[src/rtl/uwc_pkg.sv]
// Package: register map, field positions, resets and trim steps for the USB wake and recovery block
package uwc_pkg;
  localparam int unsigned ADDR_W = 12;
  localparam int unsigned DATA_W = 8;
  localparam logic [ADDR_W-1:0] ADDR_WAKE_CTRL = 12'h128;
  localparam logic [ADDR_W-1:0] ADDR_CLKREC_CTRL = 12'h140;
  localparam logic [ADDR_W-1:0] ADDR_IRQ_STATUS = 12'h180;
  localparam logic [ADDR_W-1:0] ADDR_IRQ_ENABLE = 12'h184;
  localparam logic [ADDR_W-1:0] ADDR_IRQ_CLEAR = 12'h188;
  localparam logic [ADDR_W-1:0] ADDR_TRIM_STAT = 12'h18c;
  // Wake control fields
  localparam int unsigned WAKE_EP_LSB = 4;
  localparam int unsigned WAKE_SEL_LSB = 0;
  localparam logic [3:0] WAKE_SEL_RST = 4'h1;
  localparam logic [3:0] WAKE_SEL_OUT_SETUP = 4'h1;
  localparam logic [3:0] WAKE_SEL_SETUP = 4'hd;
  // Clock recovery control fields
  localparam int unsigned CR_EN_BIT = 7;
  localparam int unsigned CR_ROUGH_BIT = 6;
  localparam int unsigned CR_RELOAD_BIT = 5;
  localparam logic [4:0] CR_RSVD_RST = 5'h00;
  // Interrupt status bits
  localparam int unsigned IRQ_W = 2;
  localparam int unsigned IRQ_WAKE = 0;
  localparam int unsigned IRQ_ROUGH_DONE = 1;
  // PID codes of tokens
  localparam logic [3:0] PID_OUT = 4'h1;
  localparam logic [3:0] PID_SETUP = 4'hd;
  // Link states
  localparam logic [1:0] LINK_IDLE = 2'h0;
  localparam logic [1:0] LINK_RESET = 2'h1;
  localparam logic [1:0] LINK_RESUME = 2'h2;
  localparam logic [1:0] LINK_ACTIVE = 2'h3;
  // Trim steps and rough phase exit threshold
  localparam int unsigned TRIM_W = 8;
  localparam logic [TRIM_W-1:0] STEP_ROUGH = 8'h04;
  localparam logic [TRIM_W-1:0] STEP_TRACK = 8'h01;
  localparam int unsigned ERR_W = 8;
  localparam logic [ERR_W-1:0] ROUGH_LOCK_ERR = 8'h04;
  typedef enum logic [1:0] {UWC_CR_OFF, UWC_CR_ROUGH, UWC_CR_TRACK} uwc_cr_state_t;
endpackage

[src/rtl/uwc_ctrl.sv]
// Keep-alive wake filter and crystal-less clock recovery control with register port
//
// Functional notes
// - Wake endpoint field, read-only, resets zero.
// - Wake token select field RW, resets 0001.
// - Select 0001 wakes on OUT or SETUP.
// - Select 1101 wakes on SETUP only.
// - Recovery keeps trimming oscillator to bus clock.
// - Control bit 7 enables recovery, reset off.
// - Rough phase, larger steps, then tracking.
// - Bit 6 set: reset/resume returns to rough.
// - Fine trim starts at factory value, updates.
// - Bit 5 set: reload factory trim on events.
// - Keep-alive: wake on selected tokens, NAK others.
// - Wake flag set after token processed, core idle.
`timescale 1ns/100ps
module uwc_ctrl import uwc_pkg::*; #(
  parameter int unsigned             TW          = uwc_pkg::TRIM_W,
  parameter logic [uwc_pkg::TRIM_W-1:0] FACTORY_TRIM = 8'h80
) (
  input  wire logic                        core_clk_i,     // 200 MHz clock
  input  wire logic                        arst_n_i,       // Async reset, active low
  input  wire logic                        clk_en_i,       // Clock enable, freezes state
  input  wire logic [uwc_pkg::ADDR_W-1:0]  reg_addr_i,     // Register byte address
  input  wire logic [uwc_pkg::DATA_W-1:0]  reg_wdata_i,    // Write data
  input  wire logic                        reg_wr_i,       // Write strobe
  input  wire logic                        reg_rd_i,       // Read strobe
  output logic      [uwc_pkg::DATA_W-1:0]  reg_rdata_o,    // Read data, cycle after strobe
  input  wire logic                        keepalive_en_i, // Keep-alive mode active
  input  wire logic                        tok_valid_i,    // Token received, one cycle
  input  wire logic [3:0]                  tok_pid_i,      // Token PID
  input  wire logic [3:0]                  tok_ep_i,       // Token endpoint
  input  wire logic                        core_idle_i,    // Core state is idle
  output logic                             nak_force_o,    // Force NAK for current token
  output logic                             wake_core_o,    // Wake request to core
  input  wire logic [1:0]                  link_state_i,   // Bus state
  input  wire logic                        meas_valid_i,   // New frame measurement
  input  wire logic                        meas_fast_i,    // Oscillator runs fast
  input  wire logic                        meas_slow_i,    // Oscillator runs slow
  input  wire logic [uwc_pkg::ERR_W-1:0]   meas_err_i,     // Error magnitude
  output logic      [uwc_pkg::TRIM_W-1:0]  trim_fine_o,    // Fine trim to oscillator
  output logic                             rough_phase_o,  // Rough phase active
  output logic                             irq_o           // Level interrupt
);
  import uwc_pkg::*;

  // Refused at elaboration: trim word is read back through the byte-wide register port
  if (TW != TRIM_W) begin
    $error("uwc_ctrl: TW must equal TRIM_W");
  end

  // Register state
  logic [3:0]         wake_sel_q;
  logic [3:0]         wake_ep_q;
  logic               cr_en_q;
  logic               cr_rough_q;
  logic               cr_reload_q;
  logic [4:0]         cr_rsvd_q;
  logic [IRQ_W-1:0]   irq_sts_q;
  logic [IRQ_W-1:0]   irq_en_q;
  logic [DATA_W-1:0]  rdata_q;

  // Wake path state
  logic               wake_pend_q;
  logic [3:0]         pend_ep_q;
  logic               nak_q;
  logic               wake_q;

  // Recovery state
  uwc_cr_state_t      cr_state_q;
  uwc_cr_state_t      cr_state_d;
  logic               locked_once_q;
  logic [TW-1:0]      trim_q;
  logic [1:0]         link_q;
  logic               cr_en_prev_q;
  logic               irq_q;
  logic               rough_q;

  // Decode
  wire sel_wake   = reg_addr_i == ADDR_WAKE_CTRL;
  wire sel_clkrec = reg_addr_i == ADDR_CLKREC_CTRL;
  wire sel_ists   = reg_addr_i == ADDR_IRQ_STATUS;
  wire sel_ien    = reg_addr_i == ADDR_IRQ_ENABLE;
  wire sel_iclr   = reg_addr_i == ADDR_IRQ_CLEAR;
  wire sel_trim   = reg_addr_i == ADDR_TRIM_STAT;
  wire wr_wake    = reg_wr_i & sel_wake;
  wire wr_clkrec  = reg_wr_i & sel_clkrec;
  wire wr_ien     = reg_wr_i & sel_ien;
  wire wr_iclr    = reg_wr_i & sel_iclr;

  // Unmapped and write-only addresses read as zero
  wire [DATA_W-1:0] rd_mux =
    sel_wake   ? {wake_ep_q, wake_sel_q} :
    sel_clkrec ? {cr_en_q, cr_rough_q, cr_reload_q, cr_rsvd_q} :
    sel_ists   ? {{(DATA_W-IRQ_W){1'b0}}, irq_sts_q} :
    sel_ien    ? {{(DATA_W-IRQ_W){1'b0}}, irq_en_q} :
    sel_trim   ? trim_q : {DATA_W{1'b0}};

  // Token filter
  wire is_setup   = tok_pid_i == PID_SETUP;
  wire is_out     = tok_pid_i == PID_OUT;
  wire sel_os     = wake_sel_q == WAKE_SEL_OUT_SETUP;
  // Reserved select codes fall back to SETUP only, so setup always wakes
  wire tok_wakes  = is_setup | (sel_os & is_out);
  wire tok_hit    = keepalive_en_i & tok_valid_i & tok_wakes;
  wire tok_nak    = keepalive_en_i & tok_valid_i & ~tok_wakes;
  // Flag waits until the token is done and the core is back to idle
  wire wake_fire  = wake_pend_q & core_idle_i & ~tok_hit;

  // Bus events, one cycle each on entry to the state
  wire ev_reset   = (link_state_i == LINK_RESET) & (link_q != LINK_RESET);
  wire ev_resume  = (link_state_i == LINK_RESUME) & (link_q != LINK_RESUME);
  wire bus_ev     = ev_reset | ev_resume;
  wire en_fall    = cr_en_prev_q & ~cr_en_q;
  wire reload     = cr_reload_q & (bus_ev | en_fall);
  wire rough_exit = meas_valid_i & (meas_err_i <= ROUGH_LOCK_ERR);

  // Phase machine
  always_comb begin
    cr_state_d = cr_state_q;
    case (cr_state_q)
      UWC_CR_OFF: begin
        if (cr_en_q) begin
          cr_state_d = locked_once_q & ~cr_rough_q ? UWC_CR_TRACK : UWC_CR_ROUGH;
        end
      end
      UWC_CR_ROUGH: begin
        if (!cr_en_q) begin
          cr_state_d = UWC_CR_OFF;
        end else if (rough_exit) begin
          cr_state_d = UWC_CR_TRACK;
        end
      end
      UWC_CR_TRACK: begin
        if (!cr_en_q) begin
          cr_state_d = UWC_CR_OFF;
        end else if (cr_rough_q && bus_ev) begin
          cr_state_d = UWC_CR_ROUGH;
        end
      end
      default: cr_state_d = UWC_CR_OFF;
    endcase
  end

  wire           in_rough = cr_state_q == UWC_CR_ROUGH;
  wire           adjust   = cr_en_q & meas_valid_i & (cr_state_q != UWC_CR_OFF);
  wire [TW-1:0]  step     = in_rough ? STEP_ROUGH : STEP_TRACK;
  wire [TW-1:0]  trim_nx;

  uwc_trim_step #(
    .W (TW)
  ) u_step (
    .trim_i   (trim_q),
    .step_i   (step),
    .faster_i (meas_slow_i),
    .slower_i (meas_fast_i),
    .trim_o   (trim_nx)
  );

  wire rough_done = in_rough & (cr_state_d == UWC_CR_TRACK);
  wire [IRQ_W-1:0] irq_set = {rough_done, wake_fire};
  // Set wins over a clear in the same cycle
  wire [IRQ_W-1:0] irq_sts_d =
    irq_set | (irq_sts_q & ~(wr_iclr ? reg_wdata_i[IRQ_W-1:0] : {IRQ_W{1'b0}}));
  // Next enable, so the line follows an enable write in the same cycle as a status change
  wire [IRQ_W-1:0] irq_en_d = wr_ien ? reg_wdata_i[IRQ_W-1:0] : irq_en_q;

  // Software registers
  always_ff @(posedge core_clk_i or negedge arst_n_i) begin
    if (!arst_n_i) begin
      wake_sel_q  <= WAKE_SEL_RST;
      cr_en_q     <= 1'b0;
      cr_rough_q  <= 1'b0;
      cr_reload_q <= 1'b0;
      cr_rsvd_q   <= CR_RSVD_RST;
      irq_en_q    <= '0;
      rdata_q     <= '0;
    end else if (clk_en_i) begin
      if (wr_wake) begin
        wake_sel_q <= reg_wdata_i[WAKE_SEL_LSB +: 4];
      end
      if (wr_clkrec) begin
        cr_en_q     <= reg_wdata_i[CR_EN_BIT];
        cr_rough_q  <= reg_wdata_i[CR_ROUGH_BIT];
        cr_reload_q <= reg_wdata_i[CR_RELOAD_BIT];
        // Low bits are stored as written; software is expected to keep them
        cr_rsvd_q   <= reg_wdata_i[4:0];
      end
      if (wr_ien) begin
        irq_en_q <= reg_wdata_i[IRQ_W-1:0];
      end
      rdata_q <= reg_rd_i ? rd_mux : '0;
    end
  end

  // Wake capture
  always_ff @(posedge core_clk_i or negedge arst_n_i) begin
    if (!arst_n_i) begin
      wake_ep_q   <= '0;
      wake_pend_q <= 1'b0;
      pend_ep_q   <= '0;
      nak_q       <= 1'b0;
      wake_q      <= 1'b0;
    end else if (clk_en_i) begin
      if (tok_hit) begin
        wake_pend_q <= 1'b1;
        pend_ep_q   <= tok_ep_i;
      end else if (wake_fire) begin
        wake_pend_q <= 1'b0;
      end
      if (wake_fire) begin
        wake_ep_q <= pend_ep_q;
      end
      nak_q  <= tok_nak;
      wake_q <= tok_hit;
    end
  end

  // Recovery phase and trim
  always_ff @(posedge core_clk_i or negedge arst_n_i) begin
    if (!arst_n_i) begin
      cr_state_q    <= UWC_CR_OFF;
      locked_once_q <= 1'b0;
      trim_q        <= FACTORY_TRIM;
      link_q        <= LINK_IDLE;
      cr_en_prev_q  <= 1'b0;
      irq_sts_q     <= '0;
      irq_q         <= 1'b0;
      rough_q       <= 1'b0;
    end else if (clk_en_i) begin
      cr_state_q   <= cr_state_d;
      link_q       <= link_state_i;
      cr_en_prev_q <= cr_en_q;
      if (rough_done) begin
        locked_once_q <= 1'b1;
      end
      if (reload) begin
        trim_q <= FACTORY_TRIM;
      end else if (adjust) begin
        trim_q <= trim_nx;
      end
      irq_sts_q <= irq_sts_d;
      irq_q     <= |(irq_sts_d & irq_en_d);
      rough_q   <= (cr_state_d == UWC_CR_ROUGH);
    end
  end

  assign reg_rdata_o   = rdata_q;
  assign nak_force_o   = nak_q;
  assign wake_core_o   = wake_q;
  assign trim_fine_o   = trim_q;
  assign rough_phase_o = rough_q;
  assign irq_o         = irq_q;
endmodule

[src/rtl/uwc_trim_step.sv]
// Trim step unit: moves the fine trim word one step in the measured direction with saturation
`timescale 1ns/100ps
module uwc_trim_step import uwc_pkg::*; #(
  parameter int unsigned W = uwc_pkg::TRIM_W
) (
  input  wire logic [W-1:0]    trim_i,     // Present trim value
  input  wire logic [W-1:0]    step_i,     // Step size
  input  wire logic            faster_i,   // Oscillator slow: raise trim
  input  wire logic            slower_i,   // Oscillator fast: lower trim
  output logic      [W-1:0]    trim_o      // Next trim value
);
  // Refused at elaboration: the saturation logic needs at least two bits
  if (W < 2) begin
    $error("uwc_trim_step: W too small");
  end
  wire [W:0] up_sum = {1'b0, trim_i} + {1'b0, step_i};
  wire       dn_neg = step_i > trim_i;
  wire [W-1:0] dn_val = trim_i - step_i;
  // Saturate rather than wrap: a wrapped trim swings the oscillator end to end
  assign trim_o = faster_i ? (up_sum[W] ? {W{1'b1}} : up_sum[W-1:0]) :
                  slower_i ? (dn_neg ? {W{1'b0}} : dn_val) : trim_i;
endmodule

[config.mk]
export PLATFORM = sky130hd
export DESIGN_NAME = uwc_ctrl
export DESIGN_NICKNAME = d
export VERILOG_FILES = /design/src/rtl/uwc_pkg.sv /design/src/rtl/uwc_ctrl.sv /design/src/rtl/uwc_trim_step.sv
export SDC_FILE = /design/constraint.sdc
export NUM_CORES = 1
export LEC_CHECK = 0
export BUFFER_PORTS_ARGS = -buffer_cell sky130_fd_sc_hd__buf_2
export CORE_MARGIN = 5
export CORE_UTILIZATION = 58
export CTS_CLUSTER_SIZE = 8
export DETAILED_ROUTE_END_ITERATION = 12
export PLACE_DENSITY = 0.94
export SLEW_MARGIN = 5
export SYNTH_ARGS = -nofsm -noshare
export SYNTH_HDL_FRONTEND = slang
export SYNTH_SLANG_ARGS = --single-unit
[constraint.sdc]
create_clock -name core_clk_i -period 4.32 [get_ports core_clk_i]
set_input_delay 0.216 -clock core_clk_i [delete_from_list [all_inputs] [get_ports core_clk_i]]
set_output_delay 0.216 -clock core_clk_i [all_outputs]
set_load 0.05 [all_outputs]
==> qor.yml, run 1 <==
status:
  run_status: "complete, no violations"
logic_synthesis:
  synth_top_cells_by_area: "sky130_fd_sc_hd__dfrtp_1 (41%), sky130_fd_sc_hd__mux2_2 (9.5%), sky130_fd_sc_hd__nand2_1 (3.3%)"
  synth_edf_count: 0
  synth-async-reset-ratio_pct: 100
  ys_seq_area_share_pct: 43.2
  synth.top_cells.by_count: "sky130_fd_sc_hd__dfrtp_1 (49), sky130_fd_sc_hd__nand2_1 (26), sky130_fd_sc_hd__mux2_2 (25)"
  synth.lib_cells_used.distinct: 61
  postSynthRegisterBits: 51
  postSynthAreaPerCell_sq_um: 10.2
  ys_warn_count: 0
  synth_largest_type_area_fraction_pct: 41.4
  post_synth_inst_count: 289
  synthesis.area_sq_mm: 0.00296
  yosys_most_used_dff: "sky130_fd_sc_hd__dfrtp_1"
  post-synth-top-count-cell: "sky130_fd_sc_hd__dfrtp_1"
  yosysTopAreaCell: "sky130_fd_sc_hd__dfrtp_1"
  syn_nets: 344
clock_network:
  cts_sinks: 51
  cts_root_buffer: "sky130_fd_sc_hd__clkbuf_8"
  clock_path_buffers: 2
  cts_htree_levels: 2
  clock_input_transition_at_the_sequential_cells_of_the_worst_setup_and_hold_paths_ps: 100
  clkLatencyLatePin_ps: 310
  post_cts.resized_instances: 0
  post_cts_repair_setup_buffers: 0
  cts_buffer_count: 5
  cts_tree: "built"
  hold_buffers: 0
sta:
  setup_viol_count_final: 0
  postLayoutSetupSlackWorst_ps: 2020
  max-slew-margin-rel_pct: 26.6
  totalNegativeSetupSlack_ps: 0
  rsz0062_at_grt: "false"
  finalCritPeriodShare_pct: 53.4
  timing_worst_slew_pin_value_ps: 1100
  hold_violations: 0
  clock.fmax_mhz: 434
  fin_crit_ps: 2300
  fin_worst_skew_ps: 8.26
  maxSlewViolCount: 0
detailed_routing:
  dr.first_iter.drc_count: 169
  detailedRoute.firstPassIterationCount: 4
  route.detailed.wl_per_inst_microns: 17.0
  detailroute.via_count: 2544
  drt-total-wl_microns: 7190
  ant_nets: 0
  routed_via_density: 6.03
  drc: 0
run:
  maxCapViolCount: 0
cells_and_area:
  num_antenna_cells: 0
  finalInstanceArea_sq_mm: 0.00342
  net_count_of_the_finished_layout: 406
  share_of_post_route_cells_with_drive_strength_above_1_pct: 31.5
  finish.utilization_pct: 67.8
  fill_cells: 379
  area_growth_pct: 15.5
worst_setup_path:
  worst_setup_path_category: "reg -> reg"
  start_kind: "register"
  critPathCaptureType: "register"
  worst_ep_arrival_time_ps: 2560
  critical_path.max_fanout: 7
  critical_path_required_ps: 4580
die:
  die_y_microns: 81.4
  design.portCount: 69
  initial_utilization_pct: 58.7
  die_w_microns: 81.4
  die_area_sq_mm: 0.00663
  fp-row-count: 26
  core_sq_mm: 0.00504
global_route:
  overall_overflow_remaining_after_global_route: 0
  gr_usage_total_pct: 22.8
  first_global_vias: 2521
  grt_first_pass_wirelength_microns: 11600
  grt_start_max_net_pins: 52
  initial_antenna_violation_count: 0
worst_hold_path:
  tightest_hold_check_type: "in -> reg"
pwr:
  total_leakage_power_uw: 0.00164
  power_density_mw_per_mm2: 459
  vdd_drop_max_uv: 340
  total_power_uw: 1570
placed_design:
  number_of_port_buffers: 68
  post-dp-hpwl_microns: 5470
  place.gp.congestion: 0.907
  post_detailed_placement_cell_area_sq_mm: 0.00333
  post-place-ws_ps: 2050
power by group:
group	total, uW	leakage, uW	internal [uW]	switching (uW)
clock	281	0.0000418	117	164
combinational	654	0.000924	265	389
sequential	635	0.000671	536	98.4
total	1570	0.00164	918	652
metrics by stage:
stage,std cells,hold WS [ps]
6_report,422,113
2_1_floorplan,289,-79.6
3_3_place_gp,414,427
3_5_place_dp,414,434
5_1_grt,422,112
4_1_cts,422,103
final timing paths:
check | start | to | slack (ps) | depth (start not counted)
worst max-delay path | cr_state_q[1] | trim_fine_o[3] | 2020 | 7
worst min-delay path | reg_wdata_i[5] | cr_reload_q | 110 | 3
worst max register to register | cr_state_q[1] | trim_fine_o[3] | 2020 | 7
worst min register to register | locked_once_q | locked_once_q | 460 | 1
max in group asynchronous | arst_n_i | cr_en_q | 3540 | 1
min in group asynchronous | arst_n_i | nak_force_o | 120 | 1
layer usage:
metal	GRT usage (%)	routed length, microns	up-vias	share of wire, %
met5	0	0	-	0
met4	7.43	98	0	1.4
met3	4.39	463	10	6.4
met2	38.0	3590	81	50
met1	29.9	3030	1236	42
li1	-	-	1217	-
cell families (layout without fill, tap and decap cells):
| family | Yosys count | after routing | synth area share, % |
|---|---|---|---|
| buffers and inverters | 24 | 87 | 3.38 |
| flip-flops | 51 | 51 | 43.2 |
| multiplexers | 33 | 33 | 12.2 |
| adder cells (fa/ha/maj) | 6 | 6 | 2.54 |
| AO/OA/AOI/OAI | 81 | 81 | 20.0 |
| XOR/XNOR | 1 | 1 | 0.296 |
| AND/OR/NAND/NOR | 93 | 93 | 18.4 |
placed cells by master, fill, tap and decap left out, types with 3 or more instances in the layout:
cell                        instances
sky130_fd_sc_hd__buf_2             68
sky130_fd_sc_hd__dfrtp_1           49
sky130_fd_sc_hd__nand2_1           26
sky130_fd_sc_hd__mux2_2            25
sky130_fd_sc_hd__o21ai_0           18
sky130_fd_sc_hd__a21oi_1           12
sky130_fd_sc_hd__inv_1             11
sky130_fd_sc_hd__nor2_1            10
sky130_fd_sc_hd__nand3_1            8
sky130_fd_sc_hd__mux2i_1            8
sky130_fd_sc_hd__o2bb2ai_1          8
sky130_fd_sc_hd__nand2b_1           7
sky130_fd_sc_hd__nor2b_1            6
sky130_fd_sc_hd__a221oi_1           6
sky130_fd_sc_hd__ha_1               6
sky130_fd_sc_hd__o211ai_1           5
sky130_fd_sc_hd__clkbuf_8           5
sky130_fd_sc_hd__a31oi_1            4
sky130_fd_sc_hd__a21o_1             4
sky130_fd_sc_hd__nor3b_1            3
sky130_fd_sc_hd__nor3_1             3
sky130_fd_sc_hd__a22o_1             3
sky130_fd_sc_hd__nor3_2             3
sky130_fd_sc_hd__and3_1             3
flip-flops by register name, indices dropped and copies added, names as in the netlist, 2 cells and up:
register and count:
cr_rsvd_q 5, cr_state_q 2, irq_en_q 2, irq_sts_q 2
link_q 2, pend_ep_q 4, reg_rdata_o 8, trim_fine_o 8
wake_ep_q 4, wake_sel_q 4
area by class of cell:
class                           instances  area [sq um]  area share (%)
Timing Repair Buffer                   68           340            9.96
Multi-Input combinational cell        214          1580            46.3
Sequential cell                        51          1280            37.4
Clock inverter                          2          16.3           0.476
Clock buffer                            6          72.6            2.12
Inverter                               11          41.3            1.21
Tap cell                               70          87.6            2.56
worst max-delay path, stage by stage (launching register included):
cell	delay (ps)
sky130_fd_sc_hd__dfrtp_1	430
sky130_fd_sc_hd__nand2b_1	260
sky130_fd_sc_hd__ha_1	440
sky130_fd_sc_hd__nor2b_1	290
sky130_fd_sc_hd__o211ai_1	190
sky130_fd_sc_hd__o221a_2	340
sky130_fd_sc_hd__a211oi_1	200
sky130_fd_sc_hd__a21o_1	110
Power figures use the tool's default switching activity.
==> run 2: changes to the inputs <==
--- a/config.mk
+++ b/config.mk
@@ -7,10 +7,10 @@
 export LEC_CHECK = 0
 export BUFFER_PORTS_ARGS = -buffer_cell sky130_fd_sc_hd__buf_2
 export CORE_MARGIN = 5
-export CORE_UTILIZATION = 58
+export CORE_UTILIZATION = 49
 export CTS_CLUSTER_SIZE = 8
 export DETAILED_ROUTE_END_ITERATION = 12
-export PLACE_DENSITY = 0.94
+export PLACE_DENSITY = 0.86
 export SLEW_MARGIN = 5
 export SYNTH_ARGS = -nofsm -noshare
 export SYNTH_HDL_FRONTEND = slang
==> constraint.sdc (replaced) <==
create_clock -name core_clk_i -period 1.85 [get_ports core_clk_i]
set_input_delay 0.0925 -clock core_clk_i [delete_from_list [all_inputs] [get_ports core_clk_i]]
set_output_delay 0.0925 -clock core_clk_i [all_outputs]
set_load 0.05 [all_outputs]
==> run 2 against run 1 <==
  * The flow now finishes with violations (negative setup slack)
  * Worst hold slack got worse by 100 ps
  * Clock power increased by 140%
  * Die area increased by 16%
  * First-iteration DRC count increased by 15%
  * Core utilization decreased by 2.7 points
  * Wire length increased by 14%
  * Count of clock-buffer cells in the layout unchanged
  * Global-route usage decreased by 0.15 points
  * Via count increased by 7.4%
  * Critical path depth unchanged
  * Critical endpoint is now trim_fine_o[5]
  * Largest cell class unchanged
==> qor.yml, run 2 (synthesis gave the netlist of run 1 again) <==
placed_design:
  number_of_port_buffers: 68
  post_detailed_placement_cell_area_sq_mm: 0.00357
  place.gp.congestion: 0.852
  post-dp-hpwl_microns: 6070
  dp_cells: 443
worst_setup_path:
  worstPathCellList: "nand2b_4 -> ha_4 -> and3b_1 -> o211ai_1 -> o221a_2 -> a211oi_2 -> a21o_1"
  cp.buffers_inverters: 0
  critical_path_required_ps: 2060
  critical_path.max_fanout: 5
  worst_ep_arrival_time_ps: 2170
  critPathCaptureType: "register"
  cp_slowest_cell: "sky130_fd_sc_hd__dfrtp_1"
  cpPeakStageDelay_ps: 400
  worst_setup_path_category: "reg -> reg"
  start_kind: "register"
  critPathTopFamily: "compound AO/OA/AOI/OAI gates"
die:
  design.portCount: 69
  core_sq_mm: 0.00589
  fp-row-count: 28
  die_y_microns: 87.7
  die_w_microns: 87.7
  die_area_sq_mm: 0.00770
  initial_utilization_pct: 50.3
cells_and_area:
  num_antenna_cells: 0
  final_cell_mix: "sky130_fd_sc_hd__buf_2 (68), sky130_fd_sc_hd__dfrtp_1 (45), sky130_fd_sc_hd__buf_4 (30), sky130_fd_sc_hd__nand2_1 (26), sky130_fd_sc_hd__mux2_2 (24)"
  share_of_post_route_cells_with_drive_strength_above_1_pct: 42.5
  finalInstanceArea_sq_mm: 0.00383
  finish.utilization_pct: 65.1
  instances_no_fill: 461
  net_count_of_the_finished_layout: 440
  area_growth_pct: 29.3
  final_common_cell: "sky130_fd_sc_hd__buf_2"
clock_network:
  cts_tree: "built"
  clock_input_transition_at_the_sequential_cells_of_the_worst_setup_and_hold_paths_ps: 100
  clkLatencyLatePin_ps: 310
  cts_htree_levels: 2
  cts_buffer_count: 5
  clock_path_buffers: 2
  cts_root_buffer: "sky130_fd_sc_hd__clkbuf_8"
  cts_sinks: 51
detailed_routing:
  ant_nets: 0
  met2RoutedLength_microns: 4030
  detail_route.wirelength.met1_microns: 3470
  detailroute.via_count: 2732
  dr.first_iter.drc_count: 195
  drc: 0
  detailedRoute.firstPassIterationCount: 5
  drt-total-wl_microns: 8160
  route.detailed.wl_per_inst_microns: 17.7
  met3_wirelength_microns: 507
  routed_via_density: 5.93
  maxUsedRoutingLayer: "met4"
sta:
  postLayoutSetupSlackWorst_ps: -114
  clock.fmax_mhz: 509
  maxSlewViolCount: 0
  finalCritPeriodShare_pct: 106
  timing_worst_slew_pin_value_ps: 519
  finalHoldWorstSlack_ps: 8.93
  setup_viol_count_final: 6
  hold_violations: 0
  max-slew-margin-rel_pct: 65.4
  rsz0062_at_grt: "true"
  fin_crit_ps: 1960
  fin_worst_skew_ps: 7.22
global_route:
  grt_first_pass_wirelength_microns: 13600
  first_global_vias: 2718
  initial_antenna_violation_count: 0
  overall_overflow_remaining_after_global_route: 0
  gr_usage_total_pct: 22.7
  grt_start_max_net_pins: 32
pwr:
  vdd_drop_max_uv: 809
  total_power_uw: 4290
  total_leakage_power_uw: 0.00182
  power_density_mw_per_mm2: 1120
worst_hold_path:
  tightest_hold_check_type: "in -> reg"
status:
  failed_checks: "negative setup slack"
  run_status: "finished, violations left"
run:
  maxCapViolCount: 0
-- run 2: power by group --
| part | leakage, uW | switching, uW | internal, uW |
|---|---|---|---|
| registers | 0.000665 | 187 | 1260 |
| clock network | 0.0000418 | 389 | 273 |
| logic | 0.00111 | 1190 | 998 |
| total | 0.00182 | 1760 | 2530 |
-- run 2: worst paths after layout --
| check | cells after the start | to | slack (ps) | start |
|---|---|---|---|---|
| max in group asynchronous | 3 | cr_rsvd_q[2] | 1030 | arst_n_i |
| min in group asynchronous | 2 | wake_pend_q | 280 | arst_n_i |
| min reg2reg | 1 | wake_pend_q | 480 | wake_pend_q |
| min | 2 | pend_ep_q[0] | 9 | tok_ep_i[0] |
| max reg2reg | 7 | trim_fine_o[5] | -110 | cr_state_q[1] |
| max | 7 | trim_fine_o[5] | -110 | cr_state_q[1] |
-- run 2: repair_timing --
| item | CTS | global route |
|---|---|---|
| hold buffers | 2 | 0 |
| setup buffers | 3 | 5 |
| gates resized for setup | 7 | 11 |
| endpoints found under the setup margin | 6 | 14 |
| endpoints found under the hold margin | 19 | 0 |
| pin swaps | 7 | 8 |
-- run 2: final cells by class --
class,count,area (sq um)
clock buffers,6,72.6
clock inverters,2,16.3
fillers,471,2060
inverters,11,41.3
multi-input cells,214,1700
flip-flops and latches,51,1280
well taps,75,93.8
repair buffers,102,617
-- run 2: per-layer routing --
layer / vias to the layer above / global-route usage [%]
met3: 17 / 5.17
met1: 1336 / 29.6
met5: - / 0
met2: 98 / 37.8
li1: 1281 / -
met4: 0 / 6.28
-- run 2: metrics by stage --
step | setup TNS, ps | setup slack, ps
after floorplan | -172 | -50.5
after global placement | -85.5 | -26.6
after detailed placement | -560 | -106
after CTS | -483 | -88.2
after global routing | -1010 | -185
final | -396 | -114
==> run 3: changes to the inputs <==
--- a/config.mk
+++ b/config.mk
@@ -6,10 +6,11 @@
 export NUM_CORES = 1
 export LEC_CHECK = 0
 export BUFFER_PORTS_ARGS = -buffer_cell sky130_fd_sc_hd__buf_2
-export CORE_MARGIN = 5
+export CORE_MARGIN = 1.5
 export CORE_UTILIZATION = 49
 export CTS_CLUSTER_SIZE = 8
 export DETAILED_ROUTE_END_ITERATION = 12
+export GPL_TIMING_DRIVEN = 0
 export PLACE_DENSITY = 0.86
 export SLEW_MARGIN = 5
 export SYNTH_ARGS = -nofsm -noshare
==> run 3 against run 2 <==
  * Largest power group unchanged
  * Core utilization fell by 1.9 points
  * Total power fell by 5.7%
  * Non-clock buffer count down 14
  * Clock skew barely moved
  * Maximum frequency fell by 4.3%
  * Sequential cell count unchanged
  * Wire length down 3.7%
  * Critical path depth rose by 1
  * Register-to-register slack got worse by 90 ps
  * Die area decreased by 15%
  * The run still ends with negative setup slack left
==> qor.yml, run 3 (synthesis gave the netlist of run 1 again) <==
die:
  design.portCount: 69
  fp-row-count: 28
  initial_utilization_pct: 50.3
  core_sq_mm: 0.00589
  die_w_microns: 80.7
  die_area_sq_mm: 0.00652
  die_y_microns: 80.7
clock_network:
  cts_buffer_count: 5
  clock_input_transition_at_the_sequential_cells_of_the_worst_setup_and_hold_paths_ps: 100
  cts_tree: "built"
  cts_sinks: 51
  cts_root_buffer: "sky130_fd_sc_hd__clkbuf_8"
  clock_path_buffers: 2
  clkLatencyLatePin_ps: 300
  cts_htree_levels: 2
cells_and_area:
  fill_cells: 491
  final_common_cell: "sky130_fd_sc_hd__buf_2"
  multi_input_comb_area_sq_mm: 0.00173
  net_count_of_the_finished_layout: 426
  instances_no_fill: 447
  final_cell_mix: "sky130_fd_sc_hd__buf_2 (65), sky130_fd_sc_hd__dfrtp_1 (44), sky130_fd_sc_hd__nand2_1 (26), sky130_fd_sc_hd__mux2_2 (25), sky130_fd_sc_hd__o21ai_0 (16)"
  share_of_post_route_cells_with_drive_strength_above_1_pct: 37.6
  seqCellArea_sq_mm: 0.00128
  num_antenna_cells: 0
  area_growth_pct: 25.6
worst_setup_path:
  cpPeakStageDelay_ps: 400
  critical_path_required_ps: 2050
  cp_slowest_cell: "sky130_fd_sc_hd__dfrtp_1"
  worst_r2r_startpoint: "cr_state_q[1]"
  critPathCaptureType: "register"
  start_kind: "register"
  crit_path_to: "trim_fine_o[5]"
  cp.buffers_inverters: 1
  worst_setup_path_category: "reg -> reg"
  r2r.worst_path.cells: 8
  regToRegSetupSlack_ps: -200
  critPathTopFamily: "compound AO/OA/AOI/OAI gates"
  cp.depth: 8
  worst_ep_arrival_time_ps: 2260
  worst_r2r_endpoint: "trim_fine_o[5]"
  worstPathCellList: "nand2b_4 -> ha_4 -> and3b_1 -> o211ai_1 -> buf_4 -> o221a_2 -> a211oi_2 -> a21o_1"
  critical_path.max_fanout: 7
  timing.critical_path.from: "cr_state_q[1]"
worst_hold_path:
  tightest_hold_check_type: "in -> reg"
placed_design:
  dp_cells: 428
  place.gp.congestion: 0.902
  post-dp-hpwl_microns: 5650
  number_of_port_buffers: 64
status:
  run_status: "finished, violations left"
  failed_checks: "negative setup slack"
detailed_routing:
  drt-total-wl_microns: 7860
  routed_via_density: 6.03
  detailroute.via_count: 2696
  route.detailed.wl_per_inst_microns: 17.6
  ant_nets: 0
  drc: 0
  dr.first_iter.drc_count: 219
  detailedRoute.firstPassIterationCount: 5
sta:
  postLayoutSetupSlackWorst_ps: -203
  fin_worst_skew_ps: 7.70
  clock.fmax_mhz: 487
  totalNegativeSetupSlack_ps: -854
  timing_worst_slew_pin_value_ps: 559
  rsz0062_at_grt: "true"
  finalHoldWorstSlack_ps: 24.8
  setup_viol_count_final: 6
  max-slew-margin-rel_pct: 62.7
  finalCritPeriodShare_pct: 111
  maxSlewViolCount: 0
  hold_violations: 0
  fin_crit_ps: 2050
global_route:
  first_global_vias: 2593
  grt_start_max_net_pins: 52
  gr_usage_total_pct: 24.8
  grt_first_pass_wirelength_microns: 12400
  overall_overflow_remaining_after_global_route: 0
  initial_antenna_violation_count: 0
pwr:
  total_leakage_power_uw: 0.00171
  power_density_mw_per_mm2: 1090
  vdd_drop_max_uv: 733
run:
  maxCapViolCount: 0
-- run 3: worst register-to-register path: stages, from the launching register on --
cell                       delay (ps)
sky130_fd_sc_hd__dfrtp_1          400
sky130_fd_sc_hd__nand2b_4         210
sky130_fd_sc_hd__ha_4             360
sky130_fd_sc_hd__and3b_1          210
sky130_fd_sc_hd__o211ai_1         200
sky130_fd_sc_hd__buf_4            170
sky130_fd_sc_hd__o221a_2          190
sky130_fd_sc_hd__a211oi_2          60
sky130_fd_sc_hd__a21o_1           170
-- run 3: repair_timing --
| item | in CTS | in global routing |
|---|---|---|
| pin swaps | 12 | 8 |
| hold buffers | 2 | 1 |
| hold endpoints to repair | 2 | 11 |
| resized for setup | 13 | 7 |
| endpoints found under the setup margin | 12 | 25 |
| setup buffers | 4 | 3 |
-- run 3: cell type report --
class / count / share of cell area, %
multi-input cells: 214 / 46.5
flip-flops and latches: 51 / 34.6
clock buffers: 6 / 1.95
well taps: 75 / 2.52
plain buffers: 13 / 1.58
repair buffers: 75 / 11.4
clock inverters: 2 / 0.337
inverters: 11 / 1.11
-- run 3: how the worst min path moves through the flow --
stage	endpoint	from	cells past startpoint
finish	pend_ep_q[3]	tok_ep_i[3]	2
global route	pend_ep_q[3]	tok_ep_i[3]	2
CTS	pend_ep_q[0]	tok_ep_i[0]	2
detailed placement	cr_reload_q	reg_wdata_i[5]	3
global placement	cr_reload_q	reg_wdata_i[5]	3
floorplan	cr_en_prev_q	arst_n_i	0
-- run 3: per-layer routing --
layer  GRT usage [%]  routed length [microns]  up-vias  part of all wire, %
li1                -                        -     1251                    -
met1            32.7                     3330     1332                   42
met2            41.5                     4030      109                   51
met3            4.55                      462        4                  5.9
met4            7.76                       40        0                 0.51
met5               0                        0        -                    0
-- run 3: report_power, final --
group	switching (uW)	total, uW	leakage (uW)	internal, uW
clock	374	639	0.0000412	266
combinational	1150	1990	0.00101	841
sequential	158	1420	0.000664	1260
total	1680	4050	0.00171	2370
-- run 3: per-stage QoR --
step / util (%) / instance area (sq um) / power (uW) / worst slack, ps
after CTS: 61.4 / 3620 / 3890 / -141
final: 63.2 / 3720 / 4050 / -203
after detailed placement: 58.0 / 3420 / 3160 / -219
after global routing: 63.2 / 3720 / 4270 / -210
after global placement: 58.0 / 3420 / 3090 / -169
after floorplan: - / 3000 / 2740 / -50.5
